==> config.mk <==
export PLATFORM = sky130hd
export DESIGN_NAME = afsr_regs
export DESIGN_NICKNAME = d
export VERILOG_FILES = /design/src/rtl/afsr_pkg.sv /design/src/rtl/afsr_regs.sv
export SDC_FILE = /design/constraint.sdc
export NUM_CORES = 1
export LEC_CHECK = 0
export CAP_MARGIN = 10
export CORE_MARGIN = 2
export CORE_UTILIZATION = 55
export DETAILED_ROUTE_END_ITERATION = 8
export DONT_BUFFER_PORTS = 1
export GPL_TIMING_DRIVEN = 1
export PLACE_DENSITY = 0.68
export SETUP_SLACK_MARGIN = 0.02
export SLEW_MARGIN = 20
export SYNTH_ARGS = -nofsm -noshare
export SYNTH_HDL_FRONTEND = slang
export SYNTH_SLANG_ARGS = --single-unit
==> constraint.sdc <==
create_clock -name clk -period 8 [get_ports clk]
set_input_delay 0.8 -clock clk [delete_from_list [all_inputs] [get_ports clk]]
set_output_delay 0.8 -clock clk [all_outputs]
set_load 0.01 [all_outputs]
==> src/rtl/afsr_pkg.sv <==
// afsr_pkg: register map, field positions, reset values and codes for the
// amplifier fault and status register bank.
// assumes an 8-bit register port driven by the control interface decoder.
`default_nettype none
package afsr_pkg;
  localparam logic [7:0] ADDR_CLIP_LEVEL  = 8'h0F;
  localparam logic [7:0] ADDR_FAULT_CTRL  = 8'h10;
  localparam logic [7:0] ADDR_CONDITION   = 8'h11;
  localparam logic [7:0] ADDR_TEMPERATURE = 8'h12;
  localparam logic [7:0] ADDR_SUPPLY      = 8'h13;
  localparam logic [7:0] RST_CLIP_LEVEL   = 8'hFF;
  localparam logic [7:0] RST_FAULT_CTRL   = 8'h18;
  // fault control fields
  localparam int unsigned FC_GAIN_HI  = 7;
  localparam int unsigned FC_GAIN_LO  = 6;
  localparam int unsigned FC_MANUAL   = 5;
  localparam int unsigned FC_RETRY_HI = 4;
  localparam int unsigned FC_RETRY_LO = 3;
  localparam int unsigned FC_SEL_UV   = 2;
  localparam int unsigned FC_SEL_OT   = 1;
  localparam int unsigned FC_SEL_OC   = 0;
  // condition flag positions
  localparam int unsigned ST_REG_UV   = 7;
  localparam int unsigned ST_PWR_UV   = 6;
  localparam int unsigned ST_GAIN_RED = 5;
  localparam int unsigned ST_CLIP     = 4;
  localparam int unsigned ST_OC       = 3;
  localparam int unsigned ST_OT_FAULT = 2;
  localparam int unsigned ST_OT_WARN  = 1;
  localparam int unsigned ST_LOW_BAT  = 0;
  // retry limit: number of automatic attempts per code, 0 marks unlimited
  localparam logic [2:0] RETRY_CNT_00 = 3'h1;
  localparam logic [2:0] RETRY_CNT_01 = 3'h3;
  localparam logic [2:0] RETRY_CNT_10 = 3'h7;
  // gain cut in 1/8 dB steps: 0, 1.5, 3, 5.625 dB
  localparam logic [5:0] CUT_00 = 6'h00;
  localparam logic [5:0] CUT_01 = 6'h0C;
  localparam logic [5:0] CUT_10 = 6'h18;
  localparam logic [5:0] CUT_11 = 6'h2D;
  // temperature code offset in degrees and supply scale in volts
  localparam int unsigned TEMP_OFFSET_C = 60;
  localparam int unsigned SUPPLY_BASE_V = 4;
  localparam int unsigned SUPPLY_SPAN_V = 14;
  localparam int unsigned SUPPLY_FULL   = 255;
  localparam int unsigned NFAULT = 3;
endpackage
`default_nettype wire

==> src/rtl/afsr_regs.sv <==
// afsr_regs: clip level, fault recovery control, condition flags and
// sensor readouts of a mono class D amplifier.
// assumes a decoded one-cycle register write/read port on clk; fault and
// sensor inputs come from analog blocks and are synchronised here; sample inputs are used unsynchronised.
`default_nettype none
module afsr_regs
  import afsr_pkg::*;
(
  input  wire logic        clk,
  input  wire logic        rst_b,
  input  wire logic [7:0]  reg_addr,
  input  wire logic        reg_wr,
  input  wire logic        reg_rd,
  input  wire logic [7:0]  reg_wdata,
  output logic [7:0]       reg_rdata,
  input  wire logic        regulator_undervolt_in,
  input  wire logic        power_stage_undervolt_in,
  input  wire logic        overcurrent_in,
  input  wire logic        overheat_fault_in,
  input  wire logic        overheat_warning_in,
  input  wire logic        limiter_active_in,
  input  wire logic        low_battery_in,
  input  wire logic [7:0]  temp_code_in,
  input  wire logic [7:0]  supply_code_in,
  input  wire logic        sample_valid,
  input  wire logic [15:0] sample_in,
  output logic [15:0]      sample_out,
  output logic [5:0]       gain_cut_eighth_db,
  output logic             amp_enable,
  output logic             retry_strobe
);
  import afsr_pkg::*;

  localparam int unsigned NSYNC = 7;
  localparam int unsigned TRY_W = 3 * NFAULT;

  typedef struct packed {
    logic [NSYNC-1:0]  s1;
    logic [NSYNC-1:0]  s2;
    logic [NSYNC-1:0]  s3;
    logic [NSYNC-1:0]  lvl;
    logic [15:0]       code_s1;
    logic [15:0]       code_s2;
    logic [15:0]       code_s3;
    logic [7:0]        temp_r;
    logic [7:0]        supply_r;
    logic [7:0]        clip_level;
    logic [7:0]        fault_ctrl;
    logic              clip_seen;
    logic [NFAULT-1:0] latched;
    logic [NFAULT-1:0] stuck;
    // three bits per fault; only a manual trigger rewinds a count
    logic [TRY_W-1:0]  tries;
    logic [15:0]       sample_q;
    logic [5:0]        cut_q;
    logic [7:0]        rdata;
    logic              retry_q;
  } afsr_state_s;

  afsr_state_s st_r;
  afsr_state_s st_nxt;
  logic [1:0]  rst_sync_r;
  logic        rst_int_b;
  logic [NSYNC-1:0] raw;
  logic [NFAULT-1:0] fault_now;
  logic [NFAULT-1:0] manual_sel;
  logic        manual_go;
  logic [2:0]  retry_max;
  logic [16:0] clip_mag;
  logic [15:0] mag;
  logic [7:0]  status;

  assign rst_int_b = rst_sync_r[1];
  assign raw = {regulator_undervolt_in, power_stage_undervolt_in, overcurrent_in,
                overheat_fault_in, overheat_warning_in, limiter_active_in, low_battery_in};

  always_comb
  begin
    st_nxt = st_r;
    st_nxt.s1 = raw;
    st_nxt.s2 = st_r.s1;
    st_nxt.s3 = st_r.s2;
    for (int i = 0; i < NSYNC; i++)
    begin
      if (st_r.s2[i] == st_r.s3[i])
      begin
        st_nxt.lvl[i] = st_r.s3[i];
      end
    end
    // multi-bit readouts: a word is taken only once two stages agree, so a
    // code caught mid-change is never shown; a code moving every cycle stalls
    st_nxt.code_s1 = {temp_code_in, supply_code_in};
    st_nxt.code_s2 = st_r.code_s1;
    st_nxt.code_s3 = st_r.code_s2;
    if (st_r.code_s2 == st_r.code_s3)
    begin
      st_nxt.temp_r = st_r.code_s3[15:8];
      st_nxt.supply_r = st_r.code_s3[7:0];
    end

    // lvl bits: 6 reg uv, 5 pwr uv, 4 oc, 3 ot fault, 2 ot warn, 1 limiter, 0 bat
    fault_now = {st_r.lvl[5] | st_r.lvl[6], st_r.lvl[3], st_r.lvl[4]};
    manual_sel = {st_r.fault_ctrl[FC_SEL_UV], st_r.fault_ctrl[FC_SEL_OT],
                  st_r.fault_ctrl[FC_SEL_OC]};

    unique case (st_r.fault_ctrl[FC_RETRY_HI:FC_RETRY_LO])
      2'b00: retry_max = RETRY_CNT_00;
      2'b01: retry_max = RETRY_CNT_01;
      2'b10: retry_max = RETRY_CNT_10;
      2'b11: retry_max = 3'h0;
    endcase

    manual_go = reg_wr && reg_addr == ADDR_FAULT_CTRL && reg_wdata[FC_MANUAL];
    st_nxt.retry_q = 1'b0;

    // fault latch: set wins; released by auto attempt or manual trigger
    for (int f = 0; f < NFAULT; f++)
    begin
      if (fault_now[f])
      begin
        st_nxt.latched[f] = 1'b1;
      end
      else if (st_r.latched[f])
      begin
        if (manual_sel[f] || st_r.stuck[f])
        begin
          if (manual_go)
          begin
            st_nxt.latched[f] = 1'b0;
            st_nxt.stuck[f] = 1'b0;
            st_nxt.tries[3*f +: 3] = 3'h0;
            st_nxt.retry_q = 1'b1;
          end
        end
        else if (retry_max == 3'h0 || st_r.tries[3*f +: 3] < retry_max)
        begin
          st_nxt.latched[f] = 1'b0;
          st_nxt.retry_q = 1'b1;
          if (retry_max != 3'h0)
          begin
            st_nxt.tries[3*f +: 3] = st_r.tries[3*f +: 3] + 3'h1;
          end
        end
        else
        begin
          st_nxt.stuck[f] = 1'b1;
        end
      end
    end

    // gain cut only while the warning is present
    if (st_r.lvl[2])
    begin
      unique case (st_r.fault_ctrl[FC_GAIN_HI:FC_GAIN_LO])
        2'b00: st_nxt.cut_q = CUT_00;
        2'b01: st_nxt.cut_q = CUT_01;
        2'b10: st_nxt.cut_q = CUT_10;
        2'b11: st_nxt.cut_q = CUT_11;
      endcase
    end
    else
    begin
      st_nxt.cut_q = CUT_00;
    end

    // clip to (level+1)/256 of the signed full scale of 2^15, on magnitude, sign kept;
    // limit sits one below that step, so at all-ones -32768 still clips to -32767
    clip_mag = {2'b00, st_r.clip_level, 7'h00} + 17'h00080;
    mag = sample_in[15] ? 16'(-sample_in) : sample_in;
    if (sample_valid)
    begin
      if ({1'b0, mag} > clip_mag - 17'h00001)
      begin
        st_nxt.sample_q = sample_in[15] ? 16'(-(clip_mag - 17'h00001))
                                        : 16'(clip_mag - 17'h00001);
        st_nxt.clip_seen = 1'b1;
      end
      else
      begin
        st_nxt.sample_q = sample_in;
        st_nxt.clip_seen = 1'b0;
      end
    end

    status = 8'h00;
    status[ST_REG_UV] = st_r.lvl[6];
    status[ST_PWR_UV] = st_r.lvl[5];
    status[ST_GAIN_RED] = st_r.lvl[1] | (st_r.cut_q != CUT_00);
    status[ST_CLIP] = st_r.clip_seen;
    status[ST_OC] = st_r.latched[0];
    status[ST_OT_FAULT] = st_r.latched[1];
    status[ST_OT_WARN] = st_r.lvl[2];
    status[ST_LOW_BAT] = st_r.lvl[0];

    if (reg_wr)
    begin
      if (reg_addr == ADDR_CLIP_LEVEL)
      begin
        st_nxt.clip_level = reg_wdata;
      end
      else if (reg_addr == ADDR_FAULT_CTRL)
      begin
        st_nxt.fault_ctrl = reg_wdata;
        st_nxt.fault_ctrl[FC_MANUAL] = 1'b0;
      end
    end

    if (reg_rd)
    begin
      unique case (reg_addr)
        ADDR_CLIP_LEVEL:  st_nxt.rdata = st_r.clip_level;
        ADDR_FAULT_CTRL:  st_nxt.rdata = st_r.fault_ctrl;
        ADDR_CONDITION:   st_nxt.rdata = status;
        ADDR_TEMPERATURE: st_nxt.rdata = st_r.temp_r;
        ADDR_SUPPLY:      st_nxt.rdata = st_r.supply_r;
        default:          st_nxt.rdata = 8'h00;
      endcase
    end
  end

  always_ff @(posedge clk or negedge rst_b)
  begin
    if (!rst_b)
    begin
      rst_sync_r <= 2'b00;
    end
    else
    begin
      rst_sync_r <= {rst_sync_r[0], 1'b1};
    end
  end

  always_ff @(posedge clk or negedge rst_int_b)
  begin
    if (!rst_int_b)
    begin
      st_r.s1 <= '0;
      st_r.s2 <= '0;
      st_r.s3 <= '0;
      st_r.lvl <= '0;
      st_r.code_s1 <= 16'h0000;
      st_r.code_s2 <= 16'h0000;
      st_r.code_s3 <= 16'h0000;
      st_r.temp_r <= 8'h00;
      st_r.supply_r <= 8'h00;
      st_r.clip_level <= RST_CLIP_LEVEL;
      st_r.fault_ctrl <= RST_FAULT_CTRL;
      st_r.clip_seen <= 1'b0;
      st_r.latched <= '0;
      st_r.stuck <= '0;
      st_r.tries <= '0;
      st_r.sample_q <= 16'h0000;
      st_r.cut_q <= CUT_00;
      st_r.rdata <= 8'h00;
      st_r.retry_q <= 1'b0;
    end
    else
    begin
      st_r.s1 <= st_nxt.s1;
      st_r.s2 <= st_nxt.s2;
      st_r.s3 <= st_nxt.s3;
      st_r.lvl <= st_nxt.lvl;
      st_r.code_s1 <= st_nxt.code_s1;
      st_r.code_s2 <= st_nxt.code_s2;
      st_r.code_s3 <= st_nxt.code_s3;
      st_r.temp_r <= st_nxt.temp_r;
      st_r.supply_r <= st_nxt.supply_r;
      st_r.clip_level <= st_nxt.clip_level;
      st_r.fault_ctrl <= st_nxt.fault_ctrl;
      st_r.clip_seen <= st_nxt.clip_seen;
      st_r.latched <= st_nxt.latched;
      st_r.stuck <= st_nxt.stuck;
      st_r.tries <= st_nxt.tries;
      st_r.sample_q <= st_nxt.sample_q;
      st_r.cut_q <= st_nxt.cut_q;
      st_r.rdata <= st_nxt.rdata;
      st_r.retry_q <= st_nxt.retry_q;
    end
  end

  assign reg_rdata = st_r.rdata;
  assign sample_out = st_r.sample_q;
  assign gain_cut_eighth_db = st_r.cut_q;
  // output stays off while any fault is latched or stuck
  assign amp_enable = ~|st_r.latched;
  assign retry_strobe = st_r.retry_q;
endmodule
`default_nettype wire
Yosys cells after proc, flatten, opt, wreduce, memory -nomap -nowiden
Cells that the tools add are included.
Storage, ports and cells
  word-level logic and storage cells: 154
  bits in registers: 156
  input bits: 60
  output and inout port bits: 32
Operators by class
  muxes and demuxes: 53
  $lt $le $gt $ge: 4
  equal/unequal tests: 25
  add/subtract/negate cells: 7
  bitwise gates (word level): 6
  reduce and logical (&&, ||, !) cells: 29
Operators by type and width (count)
  $mux W16: 3
  $pmux W8 S5: 1
  $mux W1: 36
  $eq A8 B5 Y1 const B: 4
  $neg A16 Y16: 2
  $mux W3: 10
  $pmux W6 S4: 1
  $gt A16 B17 Y1: 1
  $sub A16 B1 Y17 const B: 1
  $add A15 B8 Y16 const B: 1
  $eq A16 B16 Y1: 1
  $reduce_and A5 Y1: 3
  $ne A2 B2 Y1 const B: 6
  $pmux W3 S4: 1
  $reduce_and A4 Y1: 3
  $reduce_bool A2 Y1: 6
  $add A3 B1 Y3 const B: 3
  $lt A3 B3 Y1: 3
  $eq A2 B2 Y1 const B: 4
  $eq A8 B4 Y1 const B: 1
  $eq A1 B1 Y1: 7
  $logic_or A1 B1 Y1: 6
  $mux W6: 1
  $reduce_bool A6 Y1: 1
  11 further kinds: 18

Depth between registers and ports, before layout
Gate-level depths: netlist of the first run.
  word-level depth: 16
  depth in mapped cells: 13

Least setup slack after synthesis of the first run
Ideal clock, no wire load.
  path kind: in2reg
  start point: input sample_in[15]
  end point: register st_r, in the netlist sample_out[1]
  cell stages on the path: 12
  setup slack: 4416 ps
  library setup time: 126 ps
  data required time: 7874 ps
  arrival: 3457 ps
  cells stage by stage: buf_2 buf_1 clkbuf_1 o21ai_0 xnor2_1 ha_1 nand4_1 nor4_1 nand3_1 o31ai_1 nor3b_1 a311o_1
Between the ends
  longest elaborated chain between the ends: 4
  elaborated cells between the ends (all ways): 5
  those cells by class: add/sub: 1; order compare: 1; mux: 3
Ends and longest elaborated chain
  start, declared: RTL line afsr_regs.sv:26  | input wire logic [15:0] sample_in,
  $neg A16 Y16: RTL line afsr_regs.sv:169  | mag = sample_in[15] ? 16'(-sample_in) : sample_in;
  $mux W16: RTL line afsr_regs.sv:169
  $gt A16 B17 Y1: RTL line afsr_regs.sv:172  | if ({1'b0, mag} > clip_mag - 17'h00001)
  $mux W16 *: RTL line afsr_regs.sv:172
  end, declared: RTL line afsr_regs.sv:60  | afsr_state_s st_r;
Mark *: on every way between the ends. The rest lies on a longest branch, timed or not.
A chain may end at the register's enable or synchronous reset.

Worst setup path in the final report of the first run
  start point: input sample_in[5]
  end point: register st_r, in the netlist sample_out[3]
Between the ends
  longest elaborated chain between the ends: 4
Ends and longest elaborated chain (RTL line)
  $neg A16 Y16: afsr_regs.sv:169
  $mux W16 *: afsr_regs.sv:169
  $gt A16 B17 Y1 *: afsr_regs.sv:172
  $mux W16 *: afsr_regs.sv:172
Marks and branches as above.

==> results of run 1 <==
worst max path at each step:
stage	cells past startpoint	to	slack (ns)	startpoint
floorplan	0	fault_now[0]$_DFFE_PN0N_	3.41	rst_sync_r[1]$_DFF_PN0_
finish	12	sample_out[3]$_DFFE_PN0P_	4.73	sample_in[5]
detailed placement	12	sample_out[3]$_DFFE_PN0P_	4.40	sample_in[5]
CTS	12	sample_out[3]$_DFFE_PN0P_	4.76	sample_in[5]
global route	12	sample_out[3]$_DFFE_PN0P_	4.46	sample_in[5]
global placement	12	sample_out[6]$_DFFE_PN0P_	4.52	sample_in[5]
routing by layer:
layer	wire, um	vias up	global-route usage, %
met5	0	-	0
met4	241	0	7.72
met3	722	15	5.45
met2	6240	141	33.4
met1	5440	1991	28.1
li1	-	1896	-
state kept, by name, indices dropped and copies added, names as in the netlist:
signal,cells
st_r,72
st_nxt,46
sample_out,16
reg_rdata,8
gain_cut_eighth_db,4
manual_sel,3
fault_now,2
rst_sync_r,2
retry_strobe,1
layout make-up:
cell class	count	area share, %
flip-flops and latches	154	53.7
clock inverters	9	1.56
clock buffers	23	6.77
inverters	19	0.989
multi-input cells	332	34.1
well taps	147	2.55
repair buffers	3	0.312
Yosys cell counts, types with 6 or more instances:
cell type,instances
a222oi_1,7
buf_4,30
nor2b_1,16
nand3_1,8
nor2_1,25
a31oi_1,19
nand2_1,33
o21a_1,6
inv_1,19
mux2_2,25
ha_1,21
a22oi_1,7
maj3_1,7
o21ai_0,23
a21oi_1,8
a311o_1,6
xor2_1,18
o31ai_1,10
dfstp_2,10
xnor2_1,18
dfrtp_1,144
nor3_1,7
clkbuf_1,7
worst reg2reg max path, cell delays in order, from the launching register on:
cell	delay [ns]
dfstp_2	0.59
inv_1	0.09
ha_1	0.34
nand4_1	0.14
nor4_1	0.36
nand3_1	0.12
o31ai_1	0.27
buf_4	0.22
nor3b_1	0.13
a311o_1	0.34
power groups by stage:
stage                     registers (mW)  clock network [mW]  logic (mW)
after floorplan                    0.864                   0       0.106
after global placement             0.872                   0       0.104
after detailed placement           0.874                   0       0.107
after CTS                          0.861               0.813       0.108
after global routing               0.865               0.848       0.123
final                              0.860               0.795       0.107
cells by family (layout without fill, tap and decap cells):
group | after synthesis | count (layout) | synth area share (%)
adders and majority gates | 28 | 28 | 4.97
DFF | 154 | 154 | 57.8
other | 2 | 2 | 0.112
muxes | 29 | 29 | 4.81
buffers and inverters | 63 | 54 | 5.41
AOI/OAI and AO/OA | 107 | 107 | 11.1
xor gates and xnor gates | 36 | 36 | 4.71
and+or+nand+nor | 130 | 130 | 11.1
per-stage QoR:
step	utilization, %	cells	cell area [um^2]	total power, mW	setup WS (ns)
floorplan	-	549	6690	0.971	3.41
finish	60.3	687	7210	1.76	4.73
global route	60.3	687	7210	1.84	4.46
CTS	60.3	687	7210	1.78	4.76
detailed placement	55.3	655	6610	0.981	4.40
global placement	55.3	655	6610	0.977	4.52
==> impl_metrics.csv, run 1 <==
group,metric,value,unit
final_layout,syn_to_final_growth,7.78,%
clock_tree,cts-resized-gates,0,
logic_synthesis,synth_top_area_cell,"dfrtp_1",
timing,worst_hold_slack,0.0792,ns
setup_path,r2r_cells,9,
setup_path,cp_slowest_stage_delay,0.36,ns
final_layout,regArea,3870,um^2
detailed_routing,ant_nets,0,
logic_synthesis,yosysWarnings,0,
logic_synthesis,synth-edff-count,0,
setup_path,r2r_slack,5.28,ns
timing,setup_tns,0,ns
final_layout,fillers,931,
floorplanning,rows,40,
power,powerDensity,244,nW/um^2
timing,finalCritPeriodShare,40.9,%
logic_synthesis,synth.avg_cell_area,12.2,um^2
clock_tree,ctsHoldBuffers,0,
global_routing,grt_pass1_wl,21.0,mm
logic_synthesis,ys_seq_area_share,57.8,%
global_routing,grt_start_max_net_pins,80,
detailed_routing,drt_iter0_drc,240,
timing,rsz0062_at_grt,"no",
setup_path,cp_max_fo,12,
timing,setup_violations,0,
final_layout,drive_above_1_share,14.8,%
logic_synthesis,netlist.area_leader.share,53.9,%
logic_synthesis,yosysUniqueCellTypes,60,
floorplanning,ioPinCount,92,
setup_path,worst_setup_path_end_kind,"register",
clock_tree,tritoncts,"built",
placed_design,io_buffers,0,
logic_synthesis,synthFlopType,"dfrtp_1",
setup_path,cp_top_family,"simple AND/OR/NAND/NOR gates",
power,comb_power_share,6.1,%
final_layout,finalNetCount,608,
floorplanning,die_x,114,um
timing,fin_crit,3.27,ns
detailed_routing,drc,0,
logic_synthesis,ys_seq_elements,154,
logic_synthesis,async_flop_share,100,%
clock_tree,cts.sinks,154,
clock_tree,cts.htree.levels,4,
clock_tree,cts_buffers,17,
final_layout,multi_input_area,2460,um^2
timing,slew_headroom,36.4,%
detailed_routing,post_drt_wl_per_cell,18.4,um
run,drv_cap,0,
placed_design,place_congestion,0.898,
logic_synthesis,syn_inst,549,
setup_path,critPathRequiredTime,8.29,ns
timing,finalHoldViolations,0,
power,p_int,1.36,mW
logic_synthesis,ys_top_cells_by_area,"dfrtp_1, mux2_2, dfstp_2",
setup_path,reg2reg_to,"sample_out[3]$_DFFE_PN0P_",
power,p_sw_share,22.6,%
setup_path,startpoint_type,"primary input",
setup_path,critical_path_arrival,3.56,ns
clock_tree,post_cts_buffers,0,
logic_synthesis,syn-num-nets,630,
timing,worstMarginPinSlew,0.955,ns
power,p_leak,3.11,nW
timing,skew,0.00563,ns
floorplanning,die-area,13100,um^2
power,clockPowerShare,45.1,%
timing,drv_slew,0,
placed_design,hpwl,9.12,mm
setup_path,crit_type,"primary input to register",
final_layout,final_common_cell,"dfrtp_1",
floorplanning,core,12000,um^2
power,pwr-share-seq,48.8,%
clock_tree,clk_pin_slew,0.06,ns
global_routing,grt_antenna_before_repair,0,
floorplanning,die_h,114,um
floorplanning,start_util,55.9,%
logic_synthesis,syn_area,6690,um^2
setup_path,worstPathCellList,"nor4_4, nand2_1, o41ai_1, xnor2_1, ha_1, nand4_1, nor4_1, nand3_1, o31ai_1, buf_4, nor3b_1, a311o_1",
detailed_routing,num_vias,4043,
worst_hold_path,hold_class,"primary input to asynchronous set/reset pin",
setup_path,r2r_start,"st_r[60]$_DFFE_PN1P_",
status,outcome,"finished clean",
power,p_sw,399,uW
global_routing,grt_pass1_vias,4050,
timing,max_freq,306,MHz
clock_tree,cts_buffer_depth,2,
power,vdd_drop_max,160,uV
global_routing,grt_overflow,0,
clock_tree,cts_root_buf,"clkbuf_16",
detailed_routing,firstDrtPassIters,5,
detailed_routing,routed_wl,12.6,mm
final_layout,diodes,0,
final_layout,final_cell_mix,"dfrtp_1, nand2_1, nor2_1, mux2_2, o21ai_0",
detailed_routing,vias_per_cell,5.89,
setup_path,cp_slowest_cell,"nor4_1",
clock_tree,clkLatencyLatePin,0.41,ns
setup_path,critPathBufInv,1,
global_routing,groute.usage.overall,21.0,%
No activity file was read; power rests on OpenSTA's default activity.
==> inputs of run 2 (changes only) <==
--- a/config.mk
+++ b/config.mk
@@ -5,6 +5,7 @@
 export SDC_FILE = /design/constraint.sdc
 export NUM_CORES = 1
 export LEC_CHECK = 0
+export ABC_AREA = 1
 export CAP_MARGIN = 10
 export CORE_MARGIN = 2
 export CORE_UTILIZATION = 55
==> constraint.sdc (replaced) <==
create_clock -name clk -period 3.4 [get_ports clk]
set_input_delay 0.34 -clock clk [delete_from_list [all_inputs] [get_ports clk]]
set_output_delay 0.34 -clock clk [all_outputs]
set_load 0.01 [all_outputs]
==> run 2 against run 1 <==
  * Cell area rose by 8.0%
  * Sequential power rose by 140%
  * Combinational power rose to 3.4 times the previous value
  * Clock skew rose by 0.0015 ns
  * Highest routed layer unchanged
  * Clock-buffer cell count fell by 3
  * Utilization rose by 4.0 points
  * Non-clock buffer count rose by 28
  * Routed wire length rose by 9.3%
==> impl_metrics.csv, run 2 <==
group,metric,value,unit
status,outcome,"finished clean",
power,p_sw,1.06,mW
detailed_routing,drc,0,
logic_synthesis,synthFlopType,"dfrtp_1",
clock_tree,cts_root_buf,"clkbuf_16",
floorplanning,core,12100,um^2
power,p_leak,3.74,nW
setup_path,cp_slowest_stage_delay,0.27,ns
clock_tree,tritoncts,"built",
final_layout,finalNetCount,792,
clock_tree,post_cts_buffers,0,
timing,setup_tns,0,ns
setup_path,critPathBufInv,3,
final_layout,final_common_cell,"nand2_1",
floorplanning,die-area,13400,um^2
timing,fin_crit,2.46,ns
power,clockPowerShare,46.7,%
power,p_int,3.48,mW
global_routing,grt_antenna_before_repair,0,
logic_synthesis,syn-num-nets,784,
setup_path,path_common_cell,"nand3_1",
logic_synthesis,muxShareOfSynthArea,0.817,%
logic_synthesis,synth-edff-count,0,
final_layout,diodes,0,
placed_design,io_buffers,0,
final_layout,fillers,982,
detailed_routing,drt_iter0_drc,275,
logic_synthesis,yosysUniqueCellTypes,42,
power,pwr-share-seq,45.3,%
timing,slew_headroom,42.6,%
logic_synthesis,ys_top_cells_by_area,"dfrtp_1, nand2_1, nand3_1",
logic_synthesis,ys_seq_area_share,56.1,%
power,comb_power_share,8.0,%
logic_synthesis,synth_simple_gate_area_share,20.3,%
detailed_routing,num_vias,4723,
logic_synthesis,synth_top_area_cell,"dfrtp_1",
power,p_sw_share,23.3,%
placed_design,place_congestion,0.951,
timing,finalHoldViolations,0,
logic_synthesis,synth-adder-area-share,4.83,%
detailed_routing,vias_per_cell,5.29,
global_routing,grt_overflow,0,
final_layout,post-route-util,64.3,%
timing,drv_slew,0,
detailed_routing,firstDrtPassIters,4,
setup_path,worst_setup_path_end_kind,"register",
logic_synthesis,ys_seq_elements,154,
timing,setup_violations,0,
logic_synthesis,async_flop_share,100,%
logic_synthesis,synth.avg_cell_area,9.80,um^2
logic_synthesis,yosysWarnings,0,
floorplanning,rows,40,
final_layout,regMostFlops,"st_r",
global_routing,grt_pass1_wl,22.7,mm
clock_tree,cts_buffer_depth,2,
setup_path,cp_top_family,"simple AND/OR/NAND/NOR gates",
clock_tree,cts_buffers,17,
placed_design,hpwl,9.98,mm
setup_path,worstPathCellList,"inv_1, ha_1, nand3_1, nor2_1, nand3_1, o31ai_1, xor2_1, ha_1, nand2_1, inv_1, nand3_1, inv_1, nand4_1, nand3_4, nand2_4, nand2_1, nand3_1, nand2_1",
run,drv_cap,0,
detailed_routing,ant_nets,0,
clock_tree,cts.htree.levels,4,
timing,rsz0062_at_grt,"no",
floorplanning,die_h,116,um
logic_synthesis,synth_top_family_by_area,"simple AND/OR/NAND/NOR gates",
timing,worstMarginPinSlew,0.857,ns
logic_synthesis,synth_xor_area_share,3.94,%
global_routing,grt_start_max_net_pins,65,
global_routing,groute.usage.overall,22.5,%
floorplanning,start_util,56.9,%
detailed_routing,post_drt_wl_per_cell,15.5,um
floorplanning,die_x,116,um
logic_synthesis,yosys.cell_count.top_type,"nand2_1",
power,vdd_drop_max,531,uV
logic_synthesis,synth-compound-area-share,6.21,%
final_layout,drive_above_1_share,10.2,%
final_layout,regArea,3870,um^2
final_layout,syn_to_final_growth,13.1,%
clock_tree,clkLatencyLatePin,0.43,ns
setup_path,critical_path_arrival,2.77,ns
setup_path,cp_max_fo,16,
timing,skew,0.00714,ns
final_layout,largest_register_ffs,72,
floorplanning,ioPinCount,92,
setup_path,cp_slowest_cell,"o31ai_1",
global_routing,grt_pass1_vias,4714,
setup_path,startpoint_type,"primary input",
setup_path,crit_type,"primary input to register",
power,powerDensity,583,nW/um^2
logic_synthesis,netlist.area_leader.share,52.3,%
logic_synthesis,syn_inst,703,
timing,finalCritPeriodShare,72.3,%
clock_tree,cts.sinks,154,
logic_synthesis,synthTopCellsByCount,"nand2_1, dfrtp_1, nand3_1, inv_1, o21ai_0",
logic_synthesis,syn_area,6890,um^2
worst_hold_path,hold_class,"primary input to register",
timing,max_freq,407,MHz
final_layout,final_cell_mix,"nand2_1, dfrtp_1, nand3_1",
setup_path,critPathRequiredTime,3.71,ns
clock_tree,clk_pin_slew,0.06,ns
detailed_routing,routed_wl,13.8,mm
final_layout,multi_input_area,2490,um^2
-- run 2: changes by cell type after synthesis, sizes merged, moves of 16 or more --
cell / delta
a31oi: -18
inv: +40
nand3: +69
nor2b: -16
o21ai: +25
nand2: +130
mux2: -20
-- run 2: metrics by stage --
stage	setup slack, ns	instance area, um^2	power (mW)	hold slack [ns]	instances
after floorplan	0.858	6890	2.38	0.0444	703
after global placement	0.740	6840	2.40	0.0444	833
after detailed placement	0.566	6840	2.43	0.0445	833
after CTS	0.990	7790	4.59	0.00385	892
after global routing	0.720	7790	4.74	0.00911	892
final	0.941	7790	4.54	0.0263	892
-- run 2: cell type report --
type | count | share of cell area (%)
Clock inverter | 12 | 2.70
Clock buffer | 20 | 5.99
Sequential cell | 154 | 49.7
Timing Repair Buffer | 31 | 4.02
Tap cell | 168 | 2.70
Inverter | 60 | 2.92
Multi-Input combinational cell | 447 | 32.0
-- run 2: cell families after synthesis --
group	Yosys count
multiplexers	5
other	2
XOR/XNOR	31
flip-flops	154
AO/OA/AOI/OAI	80
AND/OR/NAND/NOR	301
buffers and inverters	102
adder cells (fa/ha/maj)	28
-- run 2: final timing paths --
path                                              start                    endpoint  slack, ns  cells after the start
worst max-delay path                       sample_in[0]  sample_out[13]$_DFFE_PN0P_       0.94                     18
worst min-delay path                             reg_rd    reg_rdata[4]$_DFFE_PN0P_       0.03                      1
worst max register to register     st_r[50]$_DFFE_PN1P_        st_r[36]$_DFFE_PN0P_       1.05                     11
worst min register to register    st_nxt[147]$_DFF_PN0_       st_nxt[140]$_DFF_PN0_       0.35                      0
max in group asynchronous       rst_sync_r[1]$_DFF_PN0_        st_r[40]$_DFFE_PN0P_       2.15                      1
min in group asynchronous                         rst_b     rst_sync_r[1]$_DFF_PN0_       0.14                      1
-- run 2: routing by layer --
metal	vias up	share of wire (%)	GRT usage, %	wire length [um]
li1	2291	-	-	-
met1	2286	41	26.7	5680
met2	125	51	37.6	7020
met3	21	5.7	6.85	794
met4	0	2.4	10.8	331
met5	-	0	0	0
-- run 2: timing repair --
item,4_1_cts,5_1_grt
hold endpoints to repair,31,0
hold buffers,27,0
gates resized for setup,0,0
-- run 2: power by group through the flow --
| stage | logic, mW | clock network (mW) | registers (mW) |
|---|---|---|---|
| 6_report | 0.365 | 2.12 | 2.06 |
| 5_1_grt | 0.416 | 2.25 | 2.07 |
| 4_1_cts | 0.367 | 2.16 | 2.06 |
| 3_5_place_dp | 0.336 | 0 | 2.09 |
| 3_3_place_gp | 0.319 | 0 | 2.08 |
| 2_1_floorplan | 0.314 | 0 | 2.06 |
==> inputs of run 3 (changes only) <==
==> constraint.sdc (replaced) <==
create_clock -name clk -period 2.5 [get_ports clk]
set_input_delay 0.25 -clock clk [delete_from_list [all_inputs] [get_ports clk]]
set_output_delay 0.25 -clock clk [all_outputs]
set_load 0.01 [all_outputs]
==> run 3 against run 2 <==
  * Non-clock buffer count up 23
  * Largest power group is now registers
  * Register-to-register slack worse by 0.80 ns
  * Cell count up 2.6%
  * Highest routed layer unchanged
==> impl_metrics.csv, run 3 (synthesis results as in run 2) <==
group,metric,value,unit
clock_tree,cts_root_buf,"clkbuf_16",
placed_design,placed_cell_area,6900,um^2
setup_path,critPathRequiredTime,2.79,ns
timing,finalCritPeriodShare,90.0,%
placed_design,io_buffers,0,
global_routing,grt_overflow,0,
floorplanning,die-area,13400,um^2
timing,drv_slew,0,
floorplanning,rows,40,
clock_tree,cts_buffer_depth,2,
power,clockPowerShare,42.8,%
final_layout,instances_no_fill,915,
global_routing,grt_pass1_vias,4828,
setup_path,startpoint_type,"register",
worst_hold_path,hold_class,"primary input to asynchronous set/reset pin",
setup_path,r2r_cells,11,
setup_path,r2r_slack,0.25,ns
detailed_routing,post_drt_wl_per_cell,15.4,um
floorplanning,ioPinCount,92,
floorplanning,die_h,116,um
setup_path,critical_path_arrival,2.54,ns
setup_path,path_common_cell,"nand2_1",
final_layout,final_area,7910,um^2
setup_path,worstPathCellList,"inv_1, ha_1, ha_1, o211ai_1, nand2_1, nand2_1, nand2_1, o21ai_1, o211ai_1, nand2_1, o21ai_1",
power,p_int,4.34,mW
timing,worstMarginPinSlew,0.667,ns
timing,setup_violations,0,
power,vdd_drop_max,730,uV
global_routing,groute.usage.overall,23.1,%
setup_path,cp_slowest_stage_delay,0.56,ns
timing,finalHoldViolations,0,
power,power,5.83,mW
detailed_routing,drc,0,
run,drv_cap,0,
power,powerDensity,737,nW/um^2
detailed_routing,firstDrtPassIters,7,
power,p_sw_share,25.6,%
detailed_routing,vias_per_cell,5.28,
final_layout,diodes,0,
final_layout,largest_register_ffs,72,
placed_design,place_congestion,0.865,
final_layout,fillers,1017,
power,p_leak,3.79,nW
placed_design,dp_slack,-0.137,ns
power,comb_power_share,9.4,%
clock_tree,tritoncts,"built",
final_layout,final_cell_mix,"nand2_1, dfrtp_1, nand3_1",
floorplanning,core,12100,um^2
placed_design,hpwl,10.2,mm
setup_path,cp_slowest_cell,"dfstp_2",
clock_tree,clkLatencyLatePin,0.42,ns
setup_path,worst_setup_path_end_kind,"register",
floorplanning,die_x,116,um
power,pwr-share-seq,47.8,%
final_layout,finalNetCount,815,
clock_tree,clk_pin_slew,0.06,ns
global_routing,grt_antenna_before_repair,0,
setup_path,crit_type,"register to register",
timing,fin_crit,2.25,ns
final_layout,regMostFlops,"st_r",
global_routing,grt_pass1_wl,23.2,mm
power,p_sw,1.49,mW
final_layout,drive_above_1_share,11.1,%
timing,rsz0062_at_grt,"yes",
clock_tree,cts.sinks,154,
detailed_routing,drt_iter0_drc,259,
clock_tree,cts.htree.levels,4,
setup_path,cp_max_fo,6,
status,outcome,"finished clean",
detailed_routing,num_vias,4831,
clock_tree,post_cts_buffers,0,
global_routing,grt_start_max_net_pins,78,
detailed_routing,routed_wl,14.1,mm
timing,slew_headroom,55.4,%
timing,skew,0.00433,ns
placed_design,placedCellCount,841,
final_layout,post-route-util,65.3,%
final_layout,final_common_cell,"nand2_1",
final_layout,syn_to_final_growth,14.8,%
detailed_routing,ant_nets,0,
timing,max_freq,445,MHz
clock_tree,cts_buffers,17,
floorplanning,start_util,56.9,%
timing,worst_slack,0.251,ns
==> run 3: area by class of cell <==
class / count / area (um^2) / area share (%)
clock buffers: 19 / 453 / 5.73
clock inverters: 13 / 133 / 1.68
inverters: 60 / 228 / 2.88
well taps: 168 / 210 / 2.66
repair buffers: 54 / 523 / 6.61
flip-flops and latches: 154 / 3870 / 48.9
multi-input cells: 447 / 2490 / 31.5
==> run 3: per-layer routing <==
layer / GRT usage [%] / vias up / wire length (um)
met2: 37.9 / 114 / 7120
met3: 6.75 / 27 / 678
met4: 11.2 / 0 / 441
met1: 28.2 / 2361 / 5880
met5: 0 / - / 0
li1: - / 2329 / -
==> run 3: per-stage QoR <==
| stage | hold slack [ns] | TNS (ns) |
|---|---|---|
| floorplan | -0.0456 | 0 |
| global placement | -0.0455 | 0 |
| detailed placement | -0.0455 | -1.56 |
| CTS | 0.0337 | 0 |
| global route | 0.0493 | 0 |
| finish | 0.0554 | 0 |
==> run 3: timing repair <==
item,CTS,global route
hold buffers,42,0
hold endpoints to repair,63,0
resized for setup,0,2
endpoints found under the setup margin,0,7
==> run 3: final timing paths <==
| path | endpoint | from |
|---|---|---|
| max | st_r[36]$_DFFE_PN0P_ | st_r[50]$_DFFE_PN1P_ |
| min | rst_sync_r[1]$_DFF_PN0_ | rst_b |
| max reg2reg | st_r[36]$_DFFE_PN0P_ | st_r[50]$_DFFE_PN1P_ |
| min reg2reg | st_nxt[147]$_DFF_PN0_ | rst_sync_r[1]$_DFF_PN0_ |
| max in group asynchronous | st_r[55]$_DFFE_PN1P_ | rst_sync_r[1]$_DFF_PN0_ |
| min in group clk | sample_out[13]$_DFFE_PN0P_ | sample_in[13] |
==> run 3: worst max-delay path, delay by kind of cell, from the launching register on <==
family	cells	cell delay, ns
AOI/OAI and AO/OA	4	0.55
and+or+nand+nor	4	0.30
DFF	1	0.56
adders and majority gates	2	0.64
buffers and inverters	1	0.06
==> run 3: power groups by stage <==
stage	Combinational (mW)	Clock (mW)	Sequential, mW
finish	0.547	2.50	2.79
CTS	0.550	2.56	2.79
global placement	0.456	0	2.83
global route	0.630	2.67	2.81
floorplan	0.426	0	2.81
detailed placement	0.480	0	2.83
